<file path="src/rtl/dsmd_params.svh">
// dsmd_params.svh: timing constants and level codes for the mode detector
// assumes inclusion by the package and the main module only
`ifndef DSMD_PARAMS_SVH
`define DSMD_PARAMS_SVH

`define DSMD_CLK_HZ 20000000
`define DSMD_QUAL_MS 100
`define DSMD_QUAL_CYC ((`DSMD_CLK_HZ / 1000) * `DSMD_QUAL_MS)
`define DSMD_CMP_SE_BIT 0
`define DSMD_CMP_LVD_BIT 1
`define DSMD_CMP_HVD_BIT 2
`define DSMD_RESET_MODE 4'h1

`endif

</file>
<file path="src/rtl/dsmd_pkg.sv">
// dsmd_pkg.sv: types shared by the mode detector
// assumes dsmd_params.svh is on the include path
`include "dsmd_params.svh"

package dsmd_pkg;

    typedef enum logic [3:0]
    {
        DSMD_MODE_IND = 4'h1,
        DSMD_MODE_SE = 4'h2,
        DSMD_MODE_LVD = 4'h4,
        DSMD_MODE_HVD = 4'h8
    } dsmd_mode_type;

    typedef enum logic [2:0]
    {
        DSMD_ST_POWER = 3'h1,
        DSMD_ST_SETTLE = 3'h2,
        DSMD_ST_RUN = 3'h4
    } dsmd_state_type;

endpackage : dsmd_pkg

</file>
<file path="src/rtl/dsmd_sync.sv">
// dsmd_sync.sv: two-flop synchroniser for comparator levels
// assumes inputs are asynchronous to core_clk_i
`timescale 1ns/1ps

module dsmd_sync #(
    parameter int WIDTH = 3
) (
    // clock and reset
    input wire logic core_clk_i,
    input wire logic reset_n_i,
    // data
    input wire logic [WIDTH-1:0] async_i,
    output logic [WIDTH-1:0] sync_o
);

    logic [WIDTH-1:0] meta_ff;
    logic [WIDTH-1:0] sync_ff;
    logic [WIDTH-1:0] nxt_meta;
    logic [WIDTH-1:0] nxt_sync;

    always_comb
    begin
        nxt_meta = async_i;
        nxt_sync = meta_ff;
    end

    always_ff @(posedge core_clk_i or negedge reset_n_i)
    begin
        if (!reset_n_i)
        begin
            meta_ff <= '0;
            sync_ff <= '0;
        end
        else
        begin
            meta_ff <= nxt_meta;
            sync_ff <= nxt_sync;
        end
    end

    assign sync_o = sync_ff;

endmodule : dsmd_sync

</file>
<file path="src/rtl/dsmd_detect.sv">
// dsmd_detect.sv: diffsens mode qualification and driver gating
// assumes three window comparators, each high when the level is in its band
`timescale 1ns/1ps
`include "dsmd_params.svh"

module dsmd_detect
    import dsmd_pkg::*;
#(
    parameter int QUAL_CYC = `DSMD_QUAL_CYC
) (
    // clock and reset
    input wire logic core_clk_i,
    input wire logic reset_n_i,
    // comparator bands from the diffsens front end
    input wire logic cmp_se_i,
    input wire logic cmp_lvd_i,
    input wire logic cmp_hvd_i,
    // diffsens lvd source
    output logic diffsens_drv_en_o,
    // transceiver and terminator control
    output logic drivers_en_o,
    output logic mode_se_o,
    output logic mode_lvd_o,
    output logic mode_hvd_o,
    output logic term_lvd_en_o,
    output logic term_se_en_o,
    output logic gnd_drv_en_o,
    // status
    output logic ready_o
);

    // elaboration check, counters need two states at least
    if (QUAL_CYC < 2)
    begin : g_qual_chk
        $error("QUAL_CYC too small");
    end

    localparam int CW = $clog2(QUAL_CYC + 1);
    localparam logic [CW-1:0] QUAL_LAST = CW'(QUAL_CYC - 1);

    ////////////////////////////////////////////////////////////////////////
    // input synchronising and classification

    logic [2:0] cmp_sync;

    dsmd_sync #(
        .WIDTH(3)
    ) u_sync (
        .core_clk_i(core_clk_i),
        .reset_n_i(reset_n_i),
        .async_i({cmp_hvd_i, cmp_lvd_i, cmp_se_i}),
        .sync_o(cmp_sync)
    );

    function automatic dsmd_mode_type classify(input logic [2:0] c);
        dsmd_mode_type m;
        m = DSMD_MODE_IND;
        // exactly one band must be hit, else gap
        if (c == 3'h1 << `DSMD_CMP_SE_BIT)
            m = DSMD_MODE_SE;
        else if (c == 3'h1 << `DSMD_CMP_LVD_BIT)
            m = DSMD_MODE_LVD;
        else if (c == 3'h1 << `DSMD_CMP_HVD_BIT)
            m = DSMD_MODE_HVD;
        else
            m = DSMD_MODE_IND;
        return m;
    endfunction : classify

    dsmd_mode_type raw_mode;

    assign raw_mode = classify(cmp_sync);

    ////////////////////////////////////////////////////////////////////////
    // qualification timer and accepted mode

    dsmd_state_type state_ff;
    dsmd_state_type nxt_state;
    dsmd_mode_type cand_ff;
    dsmd_mode_type nxt_cand;
    dsmd_mode_type mode_ff;
    dsmd_mode_type nxt_mode;
    logic [CW-1:0] pwr_cnt_ff;
    logic [CW-1:0] nxt_pwr_cnt;
    logic [CW-1:0] qual_cnt_ff;
    logic [CW-1:0] nxt_qual_cnt;
    logic qual_done;

    assign qual_done = (qual_cnt_ff == QUAL_LAST)
        && (raw_mode == cand_ff) && (raw_mode != DSMD_MODE_IND);

    always_comb
    begin
        nxt_state = state_ff;
        nxt_cand = raw_mode;
        nxt_mode = mode_ff;
        nxt_pwr_cnt = pwr_cnt_ff;
        nxt_qual_cnt = '0;
        // restart when raw mode moves or is indeterminate
        if (raw_mode == cand_ff && raw_mode != DSMD_MODE_IND)
        begin
            if (qual_cnt_ff != QUAL_LAST)
                nxt_qual_cnt = qual_cnt_ff + CW'(1);
            else
                nxt_qual_cnt = qual_cnt_ff;
        end
        case (state_ff)
            DSMD_ST_POWER:
            begin
                // count logic-operational time
                if (pwr_cnt_ff == QUAL_LAST)
                begin
                    nxt_state = DSMD_ST_SETTLE;
                    nxt_qual_cnt = '0;
                end
                else
                    nxt_pwr_cnt = pwr_cnt_ff + CW'(1);
            end
            DSMD_ST_SETTLE:
            begin
                // stable mode for a full further interval
                if (qual_done)
                begin
                    nxt_state = DSMD_ST_RUN;
                    nxt_mode = cand_ff;
                end
            end
            DSMD_ST_RUN:
            begin
                // old mode held until new one qualifies
                if (qual_done && cand_ff != mode_ff)
                    nxt_mode = cand_ff;
            end
            default:
                nxt_state = DSMD_ST_POWER;
        endcase
    end

    always_ff @(posedge core_clk_i or negedge reset_n_i)
    begin
        if (!reset_n_i)
        begin
            state_ff <= DSMD_ST_POWER;
            cand_ff <= DSMD_MODE_IND;
            mode_ff <= dsmd_mode_type'(`DSMD_RESET_MODE);
            pwr_cnt_ff <= '0;
            qual_cnt_ff <= '0;
        end
        else
        begin
            state_ff <= nxt_state;
            cand_ff <= nxt_cand;
            mode_ff <= nxt_mode;
            pwr_cnt_ff <= nxt_pwr_cnt;
            qual_cnt_ff <= nxt_qual_cnt;
        end
    end

    ////////////////////////////////////////////////////////////////////////
    // output decode, all registered

    logic run;
    logic nxt_drv_en;
    logic nxt_se;
    logic nxt_lvd;
    logic nxt_hvd;
    logic nxt_ready;
    logic drv_en_ff;
    logic se_ff;
    logic lvd_ff;
    logic hvd_ff;
    logic ready_ff;
    logic dsdrv_ff;

    assign run = (nxt_state == DSMD_ST_RUN);

    always_comb
    begin
        nxt_ready = run;
        nxt_se = run && (nxt_mode == DSMD_MODE_SE);
        nxt_lvd = run && (nxt_mode == DSMD_MODE_LVD);
        nxt_hvd = run && (nxt_mode == DSMD_MODE_HVD);
        // drivers stay off before qualification and in hvd
        nxt_drv_en = run && (nxt_mode != DSMD_MODE_HVD);
    end

    always_ff @(posedge core_clk_i or negedge reset_n_i)
    begin
        if (!reset_n_i)
        begin
            drv_en_ff <= 1'b0;
            se_ff <= 1'b0;
            lvd_ff <= 1'b0;
            hvd_ff <= 1'b0;
            ready_ff <= 1'b0;
            dsdrv_ff <= 1'b0;
        end
        else
        begin
            drv_en_ff <= nxt_drv_en;
            se_ff <= nxt_se;
            lvd_ff <= nxt_lvd;
            hvd_ff <= nxt_hvd;
            ready_ff <= nxt_ready;
            // lvd source runs while sensing continues
            dsdrv_ff <= 1'b1;
        end
    end

    assign diffsens_drv_en_o = dsdrv_ff;
    assign drivers_en_o = drv_en_ff;
    assign mode_se_o = se_ff;
    assign mode_lvd_o = lvd_ff;
    assign mode_hvd_o = hvd_ff;
    assign term_lvd_en_o = lvd_ff;
    assign term_se_en_o = se_ff;
    assign gnd_drv_en_o = se_ff;
    assign ready_o = ready_ff;

endmodule : dsmd_detect

</file>
<file path="config.mk">
export PLATFORM = sky130hd
export DESIGN_NAME = dsmd_detect
export DESIGN_NICKNAME = d
export VERILOG_FILES = /design/src/rtl/dsmd_pkg.sv /design/src/rtl/dsmd_sync.sv /design/src/rtl/dsmd_detect.sv
export VERILOG_INCLUDE_DIRS = /design/src /design/src/rtl
export SDC_FILE = /design/constraint.sdc
export NUM_CORES = 1
export LEC_CHECK = 0
export ABC_AREA = 1
export BUFFER_PORTS_ARGS = -buffer_cell sky130_fd_sc_hd__buf_2
export CAP_MARGIN = 20
export CORE_MARGIN = 4
export CORE_UTILIZATION = 30
export CTS_BUF_LIST = sky130_fd_sc_hd__clkbuf_2
export CTS_CLUSTER_SIZE = 25
export DETAILED_ROUTE_END_ITERATION = 8
export MAX_ROUTING_LAYER = met4
export PLACE_DENSITY_LB_ADDON = 0.1
export SYNTH_ARGS = -nofsm -noshare
export SYNTH_HDL_FRONTEND = slang
export SYNTH_SLANG_ARGS = --single-unit
</file>
<file path="constraint.sdc">
create_clock -name core_clk_i -period 4.2 [get_ports core_clk_i]
set_input_delay 0.84 -clock core_clk_i [delete_from_list [all_inputs] [get_ports core_clk_i]]
set_output_delay 0.84 -clock core_clk_i [all_outputs]
set_load 0.05 [all_outputs]
</file>
==> impl_metrics.env <==
export IMPL_crit_fanout=12
export IMPL_num_rows=39
export IMPL_vias=2762
export IMPL_avgSynthCellArea_um2=8.48
export IMPL_cp_arrival_ns=2.81
export IMPL_hp_class="input pin to asynchronous set/reset pin"
export IMPL_totalNegativeSetupSlack_ns=0
export IMPL_r2r_start="pwr_cnt_ff[0]"
export IMPL_synthCells=422
export IMPL_fillers=1221
export IMPL_drc=0
export IMPL_wirelength_um=8180
export IMPL_pin_count=14
export IMPL_die_width_um=117
export IMPL_max_cap_violations=0
export IMPL_final_antenna_net_count=0
export IMPL_grt_use_total=0.139
export IMPL_clk_latency_ns=0.55
export IMPL_synthesis_nets=429
export IMPL_drive_gt1_frac=0.188
export IMPL_cts_sinks=65
export IMPL_antenna_found_initial=0
export IMPL_firstDrtPassIters=4
export IMPL_status="completed"
export IMPL_port_buffer_count=13
export IMPL_htreeDepth=3
export IMPL_crit_path_start="pwr_cnt_ff[0]"
export IMPL_layout_min_cycle_time_ns=2.37
export IMPL_ctsRootBufferMaster="clkbuf_2"
export IMPL_grt_pass1_vias=2811
export IMPL_period_share=0.564
export IMPL_cts_buffer_depth=2
export IMPL_cts_inserted_buffers=9
export IMPL_dp_hpwl_um=6160
export IMPL_leakagePower_nw=1.72
export IMPL_cts_tree="yes"
export IMPL_relSlewSlack=0.637
export IMPL_grt_start_max_net_pins=48
export IMPL_vdd_drop_max_mv=0.205
export IMPL_tightest_slew_ns=0.544
export IMPL_cpPeakStageDelay_ns=0.46
export IMPL_slew_viol_final=0
export IMPL_yosys_warnings=0
export IMPL_dr_first_iter_drc_count=176
export IMPL_finish_utilization=0.344
export IMPL_rsz0062_at_grt="false"
export IMPL_cp_num_buf_inv=0
export IMPL_post_cts_buffers=0
export IMPL_wl_per_cell_um=13.9
export IMPL_fp_dieArea_um2=13700
export IMPL_core_area_um2=11600
export IMPL_start_util=0.310
export IMPL_clkTransAtPathRegs_ns=0.21
export IMPL_synth_distinct_cells=38
export IMPL_skew_ns=0.0439
export IMPL_cp_slowest_cell="dfrtp_1"
export IMPL_crit_chain="ha_1, nand3_1, nor4_1, nand3_1, nand2_1, nor2_1, nand2_1, nor2_1, xor2_1"
export IMPL_postCtsHoldBufs=0
export IMPL_pre_cts_ws_ns=1.86
export IMPL_critPathTopFamily="simple AND/OR/NAND/NOR gates"
export IMPL_ys_ff_latch=65
export IMPL_num_nets_final=448
export IMPL_powerDensity_nw_per_um2=312
export IMPL_start_kind="flip-flop"
export IMPL_setup_ws_ns=1.83
export IMPL_die_h_um=117
export IMPL_grt_pass1_wl_um=14100
export IMPL_synthToLayoutAreaGrowth_pct=11.2
export IMPL_syn_area_um2=3580
export IMPL_cp_end_kind="flip-flop"
export IMPL_cts_resized=0
export IMPL_setup_viol=0
export IMPL_critical_path_class="flip-flop to flip-flop"
export IMPL_overflow=0
export IMPL_fmax_mhz=422
export IMPL_insertedDiodeCount=0
export IMPL_hold_violations=0
export IMPL_required_ns=4.64
export IMPL_vias_per_cell=4.69
export IMPL_gp_congestion=0.845
export IMPL_ys_seq_area_frac=0.455
placed cells by master (no fill, tap or decap), types with 13 or more instances in the layout:
master / n
nor2_1: 38
nand4_1: 21
buf_2: 13
nor3_1: 17
inv_1: 46
nand2_1: 86
dfrtp_1: 62
xor2_1: 22
a21oi_1: 16
nand3_1: 23
routing by layer:
metal,routed length (um),track usage,share of wire,vias to the layer above
li1,-,-,-,1415
met5,0,-,0,-
met2,3640,0.204,0.44,42
met1,4140,0.177,0.51,1295
met3,305,0.0499,0.037,10
met4,101,0.0474,0.012,0
metrics by stage:
stage	std cells	total power, mW	instance area [um^2]	hold WS [ns]
global placement	572	0.691	3780	0.333
global route	589	1.30	3980	0.166
detailed placement	572	0.692	3780	0.335
floorplan	422	0.669	3580	0.331
finish	589	1.24	3980	0.226
CTS	588	1.27	3960	0.340
final cells by class:
type / count / area, um^2 / share of cell area
clock buffer: 10 / 50.0 / 0.0126
clock inverter: 6 / 130 / 0.0327
inverter: 59 / 228 / 0.0572
multi-input combinational: 290 / 1660 / 0.418
sequential: 65 / 1630 / 0.410
tap: 143 / 179 / 0.0450
timing repair buffer: 16 / 100 / 0.0251
kinds of logic (layout without fill, tap and decap cells):
group | Yosys count | in the layout | share of synthesized area
flops | 65 | 65 | 0.455
other cells | 1 | 1 | 0.00105
simple gates | 226 | 226 | 0.338
buf+inv | 67 | 91 | 0.0800
compound gates | 34 | 34 | 0.0521
xor+xnor | 27 | 27 | 0.0661
fa+ha+maj | 2 | 2 | 0.00699
state kept, by name, summed over array words and instances, names as in the netlist:
signal	count
u_sync.meta_ff	3
mode_ff	4
qual_cnt_ff	21
state_ff	3
drivers_en_o	1
cand_ff	4
u_sync.sync_o	3
diffsens_drv_en_o	1
mode_hvd_o	1
mode_lvd_o	1
ready_o	1
gnd_drv_en_o	1
pwr_cnt_ff	21
synth_stat cells (all sizes together):
cell type	instances	share of area
xor2	22	0.054
dfrtp	62	0.43
nand2	92	0.10
buf	8	0.016
nor3b	3	0.0091
o21ai	15	0.022
a21oi	16	0.022
nand4	22	0.040
ha	2	0.0070
o211ai	1	0.0035
conb	1	0.0010
inv	57	0.060
nor2	45	0.062
o21a	2	0.0042
dfstp	3	0.022
xnor2	5	0.012
clkinv	2	0.0038
nor3	23	0.042
nor4	7	0.014
nand3	34	0.069
report_power, final:
group          leakage [nW]  internal (mW)  switching (mW)
clock network         0.106          0.317           0.245
logic                 0.740         0.0117          0.0319
registers             0.870          0.633         0.00427
path summary, 6_finish.rpt:
kind | to | slack (ns) | depth (start not counted)
min | qual_cnt_ff[16] | 0.23 | 1
max | pwr_cnt_ff[11] | 1.83 | 9
max in group asynchronous | pwr_cnt_ff[1] | 3.18 | 3
min in group core_clk_i | u_sync.sync_o[0] | 0.37 | 0
max reg2reg | pwr_cnt_ff[11] | 1.83 | 9
min reg2reg | u_sync.sync_o[0] | 0.37 | 0
No activity file was read; power rests on OpenSTA's default activity.
